[src/design/lipm_regs.vh]
// register offsets, field layout and reset values of the link interrupt and priority map block
// assumes an 8-bit register port addressed by the printed register offsets
`ifndef LIPM_REGS_VH
`define LIPM_REGS_VH
`define LIPM_ADDR_W 8
`define LIPM_OFS_STATUS 8'h7C
`define LIPM_OFS_MASK 8'h7D
`define LIPM_OFS_MAP_LOW 8'h80
`define LIPM_OFS_MAP_HIGH 8'h81
`define LIPM_PORTS 5
`define LIPM_PORT_MSB 4
`define LIPM_STATUS_RST 5'h00
`define LIPM_MASK_RST 5'h00
`define LIPM_MAP_LOW_RST 8'h50
`define LIPM_MAP_HIGH_RST 8'hFA
`define LIPM_READ_ZERO 8'h00
`define LIPM_HIGH_SEL_BIT 2
`define LIPM_PAIR_W 2
`define LIPM_NO_PORTS 5'h00
`define LIPM_LINK_RST 5'h00
`define LIPM_RSVD_ZERO 3'h0
`define LIPM_PRIO_RST 2'h0
`define LIPM_BIT_CLR 1'b0
`define LIPM_BIT_SET 1'b1
`endif

[src/design/lipm_prio_lookup.v]
// tag-to-priority lookup: picks the 2-bit field of the selected mapping register
// assumes map registers are held by the parent and tag is stable with its strobe
`timescale 1ns/1ps
`default_nettype none
`include "lipm_regs.vh"
module lipm_prio_lookup (
  // mapping registers
  input wire [7:0] map_low,
  input wire [7:0] map_high,
  // received frame tag
  input wire [2:0] pcp,
  // selected internal priority
  output reg [1:0] prio
);
  // returns the 2-bit field of a mapping byte chosen by the low tag bits
  function [1:0] pick_pair;
    input [7:0] map_byte;
    input [1:0] slot;
    begin
      pick_pair = map_byte[{slot, 1'b0} +: `LIPM_PAIR_W];
    end
  endfunction

  // tag bit 2 picks the register, low bits pick the pair
  always @* begin
    if (pcp[`LIPM_HIGH_SEL_BIT]) begin
      prio = pick_pair(map_high, pcp[1:0]);
    end else begin
      prio = pick_pair(map_low, pcp[1:0]);
    end
  end
endmodule
`default_nettype wire

[src/design/lipm_top.v]
// link-change interrupt status/mask and 802.1p priority map registers
// assumes synchronous 8-bit register port and per-port link state inputs on clk
`timescale 1ns/1ps
`default_nettype none
`include "lipm_regs.vh"
module lipm_top (
  // clock and reset
  input wire clk,
  input wire rst_n,
  // register port
  input wire [7:0] reg_addr,
  input wire reg_wr,
  input wire reg_rd,
  input wire [7:0] reg_wdata,
  output reg [7:0] reg_rdata,
  // per-port link state, bit 0 is port 1
  input wire [4:0] link_up,
  // received frame priority lookup
  input wire frame_valid,
  input wire [2:0] frame_pcp,
  output reg frame_prio_valid,
  output reg [1:0] frame_prio,
  // interrupt request
  output wire irq
);
  // port status, mask and previous link sample
  reg [4:0] status_q;
  reg [4:0] status_d;
  reg [4:0] mask_q;
  reg [4:0] mask_d;
  reg [4:0] link_q;
  reg link_init_q;
  // tag mapping registers
  reg [7:0] map_low_q;
  reg [7:0] map_low_d;
  reg [7:0] map_high_q;
  reg [7:0] map_high_d;
  // next values of the registered outputs
  reg [7:0] rdata_d;
  reg frame_prio_valid_d;
  reg [1:0] frame_prio_d;
  // decoded events and register strobes
  wire [4:0] link_change;
  wire [1:0] lookup_prio;
  wire wr_status;
  wire wr_mask;
  wire wr_map_low;
  wire wr_map_high;
  wire sel_status;
  wire sel_mask;
  wire sel_map_low;
  wire sel_map_high;

  // true when a strobe is high and the offset matches one register
  function offset_hit;
    input strobe;
    input [7:0] addr;
    input [7:0] offset;
    begin
      offset_hit = strobe && (addr == offset);
    end
  endfunction

  // widens a per-port field to a byte; reserved bits 7:5 read zero
  function [7:0] port_byte;
    input [4:0] bits;
    begin
      port_byte = {`LIPM_RSVD_ZERO, bits};
    end
  endfunction

  // write-one-to-clear update; a set in the same cycle beats the clear
  function [4:0] w1c_update;
    input [4:0] cur;
    input [4:0] clr;
    input [4:0] set_bits;
    begin
      w1c_update = (cur & ~clr) | set_bits;
    end
  endfunction

  // write strobes, one per register; other offsets are ignored
  assign wr_status = offset_hit(reg_wr, reg_addr, `LIPM_OFS_STATUS);
  assign wr_mask = offset_hit(reg_wr, reg_addr, `LIPM_OFS_MASK);
  assign wr_map_low = offset_hit(reg_wr, reg_addr, `LIPM_OFS_MAP_LOW);
  assign wr_map_high = offset_hit(reg_wr, reg_addr, `LIPM_OFS_MAP_HIGH);

  // read selects; a read of any other offset returns zero
  assign sel_status = offset_hit(reg_rd, reg_addr, `LIPM_OFS_STATUS);
  assign sel_mask = offset_hit(reg_rd, reg_addr, `LIPM_OFS_MASK);
  assign sel_map_low = offset_hit(reg_rd, reg_addr, `LIPM_OFS_MAP_LOW);
  assign sel_map_high = offset_hit(reg_rd, reg_addr, `LIPM_OFS_MAP_HIGH);

  // previous link state; the first sample after reset is only a baseline,
  // so a port whose link is already up at release raises no false event
  always @(posedge clk or negedge rst_n) begin
    if (!rst_n) begin
      link_q <= `LIPM_LINK_RST;
      link_init_q <= `LIPM_BIT_CLR;
    end else begin
      link_q <= link_up;
      link_init_q <= `LIPM_BIT_SET;
    end
  end

  // any difference from the previous sample is a link change, up or down
  assign link_change = link_init_q ? (link_q ^ link_up) : `LIPM_NO_PORTS;

  // status next value: write-one clears, a link change in the same cycle wins
  // so that software never loses an event that raced with its clear
  always @* begin
    if (wr_status) begin
      status_d = w1c_update(status_q, reg_wdata[`LIPM_PORT_MSB:0], link_change);
    end else begin
      status_d = w1c_update(status_q, `LIPM_NO_PORTS, link_change);
    end
  end

  // status register, one bit per port, bit 0 for port 1
  always @(posedge clk or negedge rst_n) begin
    if (!rst_n) begin
      status_q <= `LIPM_STATUS_RST;
    end else begin
      status_q <= status_d;
    end
  end

  // mask next value; only the five port bits are stored
  always @* begin
    mask_d = mask_q;
    if (wr_mask) begin
      mask_d = reg_wdata[`LIPM_PORT_MSB:0];
    end
  end

  // mask register; a set bit keeps its port off the interrupt line
  always @(posedge clk or negedge rst_n) begin
    if (!rst_n) begin
      mask_q <= `LIPM_MASK_RST;
    end else begin
      mask_q <= mask_d;
    end
  end

  // mapping next values; each byte holds four 2-bit priorities
  always @* begin
    map_low_d = map_low_q;
    map_high_d = map_high_q;
    if (wr_map_low) begin
      map_low_d = reg_wdata;
    end
    if (wr_map_high) begin
      map_high_d = reg_wdata;
    end
  end

  // mapping registers, tag 0 and tag 4 in the lowest bit pair
  always @(posedge clk or negedge rst_n) begin
    if (!rst_n) begin
      map_low_q <= `LIPM_MAP_LOW_RST;
      map_high_q <= `LIPM_MAP_HIGH_RST;
    end else begin
      map_low_q <= map_low_d;
      map_high_q <= map_high_d;
    end
  end

  // read data next value; holds between reads so software may sample late
  always @* begin
    rdata_d = reg_rdata;
    if (reg_rd) begin
      if (sel_status) begin
        rdata_d = port_byte(status_q);
      end else if (sel_mask) begin
        rdata_d = port_byte(mask_q);
      end else if (sel_map_low) begin
        rdata_d = map_low_q;
      end else if (sel_map_high) begin
        rdata_d = map_high_q;
      end else begin
        rdata_d = `LIPM_READ_ZERO;
      end
    end
  end

  // read data register; a read that meets a write sees the old value
  always @(posedge clk or negedge rst_n) begin
    if (!rst_n) begin
      reg_rdata <= `LIPM_READ_ZERO;
    end else begin
      reg_rdata <= rdata_d;
    end
  end

  // tag to priority lookup against the current mapping registers
  lipm_prio_lookup u_lipm_prio_lookup (
    .map_low(map_low_q),
    .map_high(map_high_q),
    .pcp(frame_pcp),
    .prio(lookup_prio)
  );

  // lookup result is taken only with the strobe and held until the next one
  always @* begin
    frame_prio_valid_d = frame_valid;
    frame_prio_d = frame_prio;
    if (frame_valid) begin
      frame_prio_d = lookup_prio;
    end
  end

  // registered priority result, one cycle after the frame strobe
  always @(posedge clk or negedge rst_n) begin
    if (!rst_n) begin
      frame_prio_valid <= `LIPM_BIT_CLR;
      frame_prio <= `LIPM_PRIO_RST;
    end else begin
      frame_prio_valid <= frame_prio_valid_d;
      frame_prio <= frame_prio_d;
    end
  end

  // interrupt while any unmasked status bit is pending; a level, not a pulse,
  // so a shared line may be polled without losing a request
  assign irq = |(status_q & ~mask_q);
endmodule
`default_nettype wire

[config.mk]
export PLATFORM = sky130hd
export DESIGN_NAME = lipm_top
export DESIGN_NICKNAME = d
export VERILOG_FILES = /design/src/design/lipm_prio_lookup.v /design/src/design/lipm_top.v
export VERILOG_INCLUDE_DIRS = /design/src /design/src/design
export SDC_FILE = /design/constraint.sdc
export NUM_CORES = 1
export LEC_CHECK = 0
export ABC_CLOCK_PERIOD_IN_PS = 2430
export BUFFER_PORTS_ARGS = -buffer_cell sky130_fd_sc_hd__buf_2
export CAP_MARGIN = 10
export CORE_MARGIN = 1
export CORE_UTILIZATION = 58
export CTS_BUF_LIST = sky130_fd_sc_hd__clkbuf_8 sky130_fd_sc_hd__clkbuf_16
export DETAILED_ROUTE_END_ITERATION = 6
export MAX_ROUTING_LAYER = met4
export PLACE_DENSITY = 0.9
export SYNTH_ARGS = -nofsm -noshare
export SYNTH_HDL_FRONTEND = slang
export SYNTH_SLANG_ARGS = --single-unit
[constraint.sdc]
create_clock -name clk -period 2.43 [get_ports clk]
set_input_delay 0.3645 -clock clk [delete_from_list [all_inputs] [get_ports clk]]
set_output_delay 0.3645 -clock clk [all_outputs]
set_load 0.1 [all_outputs]
# --- Word level (Yosys, flattened, before mapping) ---
# Index checks and enable logic that the tools add are counted.
word_totals:
  mem_bits_rw: 0
  mem_bits_ro: 0
  n_memories: 0
  register_bits: 43
  word_cells: 38
  latchBits: 0
op_classes:
  n_eq_ne: 4
  add_sub_neg: 0
  mul: 0
  order_cmp: 0
  mux: 7
  shifts: 2
  div_mod_pow: 0
  n_reduce_logical: 9
  bitwise: 7
op_table:
  columns: ["cell", "count"]
  rows:
  - ["2-to-1 mux 8 bit", 4]
  - ["equality test 8 x 7 -> 1 bit (second input constant)", 2]
  - ["equality test 8 bit (second input constant)", 2]
  - ["variable part select 8 x 4 -> 2 bit", 2]
  - ["bitwise AND 5 bit", 2]
  - ["2-to-1 mux 5 bit", 2]
  - ["NOT 5 bit", 2]
  - ["OR 5 bit", 2]
  - ["logical AND 1 bit", 8]
  - ["OR reduction 5 bit", 1]
  - ["bitwise XOR 5 bit", 1]
  - ["2-to-1 mux 2 bit", 1]

# --- Longest topological paths before layout ---
# Gate-level depths: netlist of run 1.
depth:
  ltp_word: 6
  depth_mapped: 5

# --- Cells and area by module ---
# From an unflattened synthesis of run 1, not the netlist that was laid out.
hier_totals:
  cells_unflattened: 168
  hier_area_um2: 2133.3
by_module_without_submodules:
  columns: ["module", "seq_area_each_um2", "cells_each", "n_inst", "area_per_inst_um2"]
  rows:
  - ["lipm_top", 1086.0, 162, 1, 2005.7]
  - ["lipm_prio_lookup", 0.0, 6, 1, 127.6]

# --- Least setup slack after synthesis of run 1 ---
# OpenSTA, ideal clock, no wires.
synth_timing:
  path_type: "reg2out"
  start: "register status_q[2]"
  end: "output port irq"
  setup_slack_ps: 125
  stages_incl_launch_ff: 3
  t_required_ps: 2066
  arrival_time_ps: 1940
  cell_sequence: "dfrtp_1 inv_1 o221ai_1"
synth_via:
  elab_chain_len: 2
synth_rtl:
  columns: ["element", "line_no", "rtl"]
  rows:
  - ["start, declared", "lipm_top.v:27", "reg [4:0] status_q;"]
  - ["start signal, assigned", "lipm_top.v:122", "status_q <= `LIPM_STATUS_RST;"]
  - ["start signal, assigned", "lipm_top.v:124", "status_q <= status_d;"]
  - ["bitwise AND 5 bit", "lipm_top.v:225", "assign irq = |(status_q & ~mask_q);"]
  - ["OR reduction 5 bit", "lipm_top.v:225", null]
  - ["end, declared", "lipm_top.v:24", "output wire irq"]
# Every way passes these cells.

# --- Worst setup path after layout of run 1 ---
layout_timing:
  start: "register status_q[0]"
  end: "output port irq"
# Same word-level chain as after synthesis.

==> flow_metrics.py, run 1 <==
metrics = {
    "sta": {
        "finClkSkew_ns": 0.01098,
        "hold_viol": 0,
        "fmax_mhz": 502.9,
        "rsz0062_at_grt": "no",
        "fin_crit_sh": 0.8183,
        "drv_slew": 0,
        "worst_pin_slew_ns": 0.9114,
        "tns_ns": 0,
        "maxSlewHeadroom": 0.3924,
        "min_period_ns": 1.989,
        "setup_violations": 0,
    },
    "worst_setup_path": {
        "cp-end-kind": "output port",
        "path_class": "reg2out",
        "cp_slowest_cell": "dfrtp_1",
        "slowest_delay_ns": 0.42,
        "path_buf_inv": 1,
        "path_delay_family": "compound AO/OA/AOI/OAI gates",
        "cp.required_ns": 2.07,
        "cp_data_arrival_time_ns": 1.62,
        "cp_max_fo": 3,
        "path_cells": "a222oi_1 -> o221ai_1 -> buf_2",
        "startpoint_type": "flip-flop",
    },
    "clock_network": {
        "numCtsBuffers": 5,
        "post_cts_buffers": 0,
        "htreeDepth": 2,
        "worst_skew_pair.late_latency_ns": 0.30,
        "clock_sinks": 43,
        "cts_resized": 0,
        "postCtsHoldBufs": 0,
        "root_buffer": "clkbuf_8",
        "clk_path_buf_depth": 2,
        "cts.reportedPaths.clkPinSlew_ns": 0.08,
        "cts_tree": "done",
    },
    "floorplanning": {
        "die_x_microns": 61.10,
        "die_y_microns": 61.10,
        "rows": 21,
        "design.core.area_sq_mm": 0.003337,
        "dieArea_sq_mm": 0.003733,
        "io_pins": 41,
        "start_util": 0.6070,
    },
    "cells_and_area": {
        "final_cells": 241,
        "nets": 223,
        "diodes": 0,
        "fillerInstances": 245,
        "seq_area_sq_mm": 0.001086,
        "drive_gt1_frac": 0.4410,
        "areaGrowthSynthToFinish_pct": 15.87,
        "multiInputGateArea_sq_um": 897.1,
    },
    "drt": {
        "drt_iter0_drc": 52,
        "ant_nets": 0,
        "wl_microns": 4277,
        "post_drt_via_cell_ratio": 5.950,
        "wl_per_cell_microns": 17.75,
        "dr.pass1.iters": 4,
        "drc_errors": 0,
        "vias": 1434,
    },
    "global_routing": {
        "grt_max_degree": 44,
        "grt_pass1_vias": 1462,
        "grt_pass1_wl_microns": 6900,
        "track_usage": 0.2732,
        "grt_overflow": 0,
        "antenna_found_initial": 0,
    },
    "synthesis": {
        "synth_area_leader_cell": "dfrtp_1",
        "synth_top_area_share": 0.4324,
        "netlist_area_sq_mm": 0.002026,
        "synth_seq_cells": 43,
        "synthDistinctLibCells": 34,
        "syn_inst": 150,
        "yosysWarnings": 0,
        "synthTopCellsByArea": "dfrtp_1, mux2_2, dfstp_2, mux2i_1, mux4_2",
        "seq_area_frac_synth": 0.5361,
        "syn_area_per_cell_sq_um": 13.50,
        "synth_nets": 179,
    },
    "power_and_ir_drop": {
        "power_density_mw_per_mm2": 567.0,
        "ir_worst_vdd_mv": 0.3995,
        "p_leak_nw": 1.115,
    },
    "place": {
        "placedCellCount": 233,
        "place.gp.congestion": 0.8803,
        "dp_hpwl_microns": 3293,
        "io_buffers": 40,
    },
    "run": {
        "max_cap_viol_count": 0,
    },
    "hold_path": {
        "min_path_type": "in2async",
    },
    "status": {
        "status": "completed",
    },
}
## through the flow
step | setup WS (ns) | util | total power [mW] | area (sq um) | hold WS [ns]
after floorplan | 0.1253 | - | 0.8568 | 2026 | 0.06891
after global placement | 0.6040 | 0.6794 | 0.9203 | 2267 | 0.4678
after detailed placement | 0.5490 | 0.6794 | 0.9304 | 2267 | 0.4723
after CTS | 0.4450 | 0.7034 | 1.341 | 2347 | 0.1908
after global routing | 0.3360 | 0.7034 | 1.382 | 2347 | 0.1957
final | 0.4415 | 0.7034 | 1.331 | 2347 | 0.1956
## cells in the mapped netlist
master      n
a21oi_1     6
a221o_1     5
a221oi_2    1
a222oi_1    1
a22o_1      5
and2b_1     1
and3_1      2
and4b_1     1
buf_2       1
buf_4       1
clkbuf_1    1
conb_1      1
dfrtp_1    35
dfstp_2     8
inv_1       6
inv_2       1
mux2_1      1
mux2_2     21
mux2i_1     9
mux4_2      4
nand2_1    11
nand3_1     1
nand3_2     2
nand4_1     1
nor2_1      2
nor2b_1     4
nor3b_2     1
nor4b_1     1
nor4b_4     2
o21ai_0     4
o221ai_1    1
o2bb2ai_1   3
or4b_4      1
xor2_1      5
## kinds of logic (layout without fill, tap and decap cells)
kind of cell    Yosys count  count (layout)  synth area share
flops                    43              43            0.5361
mux                      35              35            0.2112
other cells               1               1          0.001851
buf+inv                  10              55           0.02100
compound gates           26              26            0.1007
xor+xnor                  5               5           0.02162
simple gates             30              30            0.1075
## report_power, final
part / internal [mW] / total, mW / switching [mW]
Clock: 0.191 / 0.414 / 0.223
Combinational: 0.0567 / 0.151 / 0.0939
Sequential: 0.746 / 0.766 / 0.0195
## final timing paths
path,slack [ns],startpoint,cells after the start,end
worst max-delay path,0.44,status_q[0]$_DFF_PN0_,3,irq
worst min-delay path,0.20,rst_n,1,reg_rdata[2]$_DFFE_PN0P_
worst max register to register,1.20,map_low_q[0]$_DFFE_PN0P_,3,frame_prio[0]$_DFFE_PN0P_
worst min register to register,0.49,reg_rdata[6]$_DFFE_PN0P_,1,reg_rdata[6]$_DFFE_PN0P_
max in group asynchronous,1.65,rst_n,1,reg_rdata[5]$_DFFE_PN0P_
min in group clk,0.20,link_up[0],1,link_q[0]$_DFF_PN0_
## sequential cells by signal, summed over array words and instances (netlist names)
| register | count |
|---|---|
| map_high_q | 8 |
| map_low_q | 8 |
| reg_rdata | 8 |
| link_q | 5 |
| mask_q | 5 |
| status_q | 5 |
| frame_prio | 2 |
| frame_prio_valid | 1 |
| link_init_q | 1 |
## worst reg2reg max path: stages (launching register included)
cell	delay, ns
dfrtp_1	0.41
mux4_2	0.46
mux2i_1	0.16
a21oi_1	0.09
## routing by layer
metal / vias up / wire length (microns) / GRT usage
met4: 0 / 85 / 0.1331
met3: 10 / 217 / 0.06303
met1: 720 / 1731 / 0.3240
li1: 648 / - / -
met5: - / 0 / -
met2: 56 / 2243 / 0.4394
## layout by cell type (no fill, tap or decap), drive strengths merged, types with 6 or more instances in the layout
cell type,n
mux2,22
dfstp,8
dfrtp,35
buf,40
inv,10
a21oi,6
mux2i,9
nand2,11
## area by class of cell
| type | count | area share |
|---|---|---|
| clock buffers | 5 | 0.02932 |
| clock inverters | 3 | 0.004797 |
| well taps | 46 | 0.02452 |
| inverters | 7 | 0.01119 |
| repair buffers | 40 | 0.08529 |
| multi-input cells | 97 | 0.3822 |
| flip-flops and latches | 43 | 0.4627 |
Note: power is estimated with default switching activity, not from simulation.
==> run 2, diff against run 1 <==
--- a/config.mk
+++ b/config.mk
@@ -6,15 +6,15 @@
 export SDC_FILE = /design/constraint.sdc
 export NUM_CORES = 1
 export LEC_CHECK = 0
-export ABC_CLOCK_PERIOD_IN_PS = 2430
+export ABC_CLOCK_PERIOD_IN_PS = 1900
 export BUFFER_PORTS_ARGS = -buffer_cell sky130_fd_sc_hd__buf_2
 export CAP_MARGIN = 10
 export CORE_MARGIN = 1
-export CORE_UTILIZATION = 58
+export CORE_UTILIZATION = 54
 export CTS_BUF_LIST = sky130_fd_sc_hd__clkbuf_8 sky130_fd_sc_hd__clkbuf_16
 export DETAILED_ROUTE_END_ITERATION = 6
 export MAX_ROUTING_LAYER = met4
-export PLACE_DENSITY = 0.9
+export PLACE_DENSITY = 0.85
 export SYNTH_ARGS = -nofsm -noshare
 export SYNTH_HDL_FRONTEND = slang
 export SYNTH_SLANG_ARGS = --single-unit
==> constraint.sdc (replaced) <==
create_clock -name clk -period 1.9 [get_ports clk]
set_input_delay 0.285 -clock clk [delete_from_list [all_inputs] [get_ports clk]]
set_output_delay 0.285 -clock clk [all_outputs]
set_load 0.1 [all_outputs]
==> run 2 against run 1 <==
Net effect: critical path depth stayed put; clock-buffer cell count stayed put; final cell count is 1.7% higher; global-route usage is 3.7 points lower; combinational power is 30% higher; non-clock buffer count is 4 higher; clock skew is 0.0041 ns lower; die area is 7.1% higher; critical endpoint unchanged.
==> flow_metrics.py, run 2 (synthesized netlist as in run 1, its figures left out) <==
metrics = {
    "drt": {
        "wl_per_cell_microns": 16.04,
        "vias": 1400,
        "ant_nets": 0,
        "post_drt_via_cell_ratio": 5.714,
        "drt_iter0_drc": 88,
        "dr.pass1.iters": 4,
        "drc_errors": 0,
        "wl_microns": 3930,
    },
    "global_routing": {
        "grt_pass1_wl_microns": 6796,
        "grt_pass1_vias": 1380,
        "antenna_found_initial": 0,
        "track_usage": 0.2363,
        "grt_max_degree": 24,
        "grt_overflow": 0,
    },
    "floorplanning": {
        "dieArea_sq_mm": 0.004000,
        "io_pins": 41,
        "die_y_microns": 63.25,
        "die_x_microns": 63.25,
        "rows": 21,
        "design.core.area_sq_mm": 0.003468,
        "start_util": 0.5841,
    },
    "cells_and_area": {
        "layout_commonest_cell": "buf_2",
        "diodes": 0,
        "final_util": 0.6901,
        "final_cell_mix": "buf_2, dfrtp_1, mux2_2",
        "areaGrowthSynthToFinish_pct": 18.16,
        "final_area_sq_mm": 0.002394,
        "top_regs": "map_high_q (8), map_low_q (8), reg_rdata (8)",
        "nets": 227,
        "drive_gt1_frac": 0.4623,
    },
    "worst_setup_path": {
        "cp_data_arrival_time_ns": 1.49,
        "startpoint_type": "flip-flop",
        "cp.required_ns": 1.62,
        "cp_max_fo": 3,
        "cp-end-kind": "output port",
        "path_class": "reg2out",
    },
    "run": {
        "max_cap_viol_count": 0,
    },
    "sta": {
        "setup_violations": 0,
        "drv_slew": 0,
        "holdWs_ns": 0.1136,
        "rsz0062_at_grt": "no",
        "fin_crit_sh": 0.9343,
        "fmax_mhz": 563.3,
        "finClkSkew_ns": 0.006855,
        "tns_ns": 0,
        "hold_viol": 0,
        "min_period_ns": 1.775,
    },
    "power_and_ir_drop": {
        "p_leak_nw": 1.129,
        "ir_worst_vdd_mv": 0.6086,
        "total_power_mw": 1.717,
        "power_density_mw_per_mm2": 717.3,
    },
    "clock_network": {
        "numCtsBuffers": 5,
        "cts.reportedPaths.clkPinSlew_ns": 0.08,
        "htreeDepth": 2,
        "clock_sinks": 43,
        "cts_tree": "done",
        "root_buffer": "clkbuf_8",
        "worst_skew_pair.late_latency_ns": 0.30,
        "clk_path_buf_depth": 2,
    },
    "place": {
        "io_buffers": 40,
        "dp_hpwl_microns": 2998,
        "placed_area_sq_mm": 0.002296,
        "place.gp.congestion": 0.9270,
    },
    "status": {
        "status": "completed",
    },
    "hold_path": {
        "min_path_type": "in2reg",
    },
}
[run 2: cell count changes in the layout (fill, tap and decap cells not counted)]
cell,previous run,this run
buf_2,40,39
buf_4,0,4
clkinv_2,0,1
dlygate4sd3_1,0,1
inv_1,9,7
clkinvlp_4,0,1
o221ai_1,1,0
o221ai_2,0,1
[run 2: routing by layer]
metal,up-vias,track usage,part of all wire
met3,10,0.06159,0.061
met4,0,0.09375,0.025
met1,685,0.3211,0.44
met2,50,0.3401,0.47
met5,-,-,0
li1,655,-,-
[run 2: per-stage QoR]
| stage | instances | worst slack, ns |
|---|---|---|
| 2_1_floorplan | 150 | 0.3186 |
| 3_3_place_gp | 236 | 0.1945 |
| 3_5_place_dp | 236 | 0.1056 |
| 4_1_cts | 245 | 0.04611 |
| 5_1_grt | 245 | 0.01353 |
| 6_report | 245 | 0.1249 |
[run 2: final timing paths]
| kind | startpoint | to | slack [ns] | cells after the start |
|---|---|---|---|---|
| hold reg to reg | reg_rdata[6]$_DFFE_PN0P_ | reg_rdata[6]$_DFFE_PN0P_ | 0.49 | 1 |
| setup reg to reg | map_high_q[2]$_DFFE_PN0P_ | frame_prio[0]$_DFFE_PN0P_ | 0.65 | 3 |
| max in group asynchronous | rst_n | map_high_q[1]$_DFFE_PN1P_ | 0.82 | 3 |
| hold / removal | link_up[1] | link_q[1]$_DFF_PN0_ | 0.11 | 1 |
| setup / recovery | status_q[0]$_DFF_PN0_ | irq | 0.12 | 3 |
| min in group asynchronous | rst_n | mask_q[0]$_DFFE_PN0P_ | 0.48 | 2 |
[run 2: power by group]
part	switching [mW]	internal (mW)	leakage [nW]
sequential	0.0242	0.955	0.524
clock	0.291	0.251	0.0453
combinational	0.119	0.0777	0.560
[run 2: final cells by class]
type	instances	area (sq um)
sequential	43	1086
tap	46	57.56
clock inverter	3	16.27
inverter	7	26.28
fill	258	1075
multi-input combinational	97	903.4
clock buffer	5	68.82
timing repair buffer	44	235.2
[run 2: critical path: stages (launching register included)]
cell	delay (ns)
dfrtp_1	0.42
a222oi_1	0.37
o221ai_2	0.15
buf_4	0.25
[run 2: repair_timing]
item	in CTS	in global routing
setup endpoints to repair	0	1
setup buffers	0	0
resized for setup	0	2
hold buffers	1	0
endpoints found under the hold margin	15	0
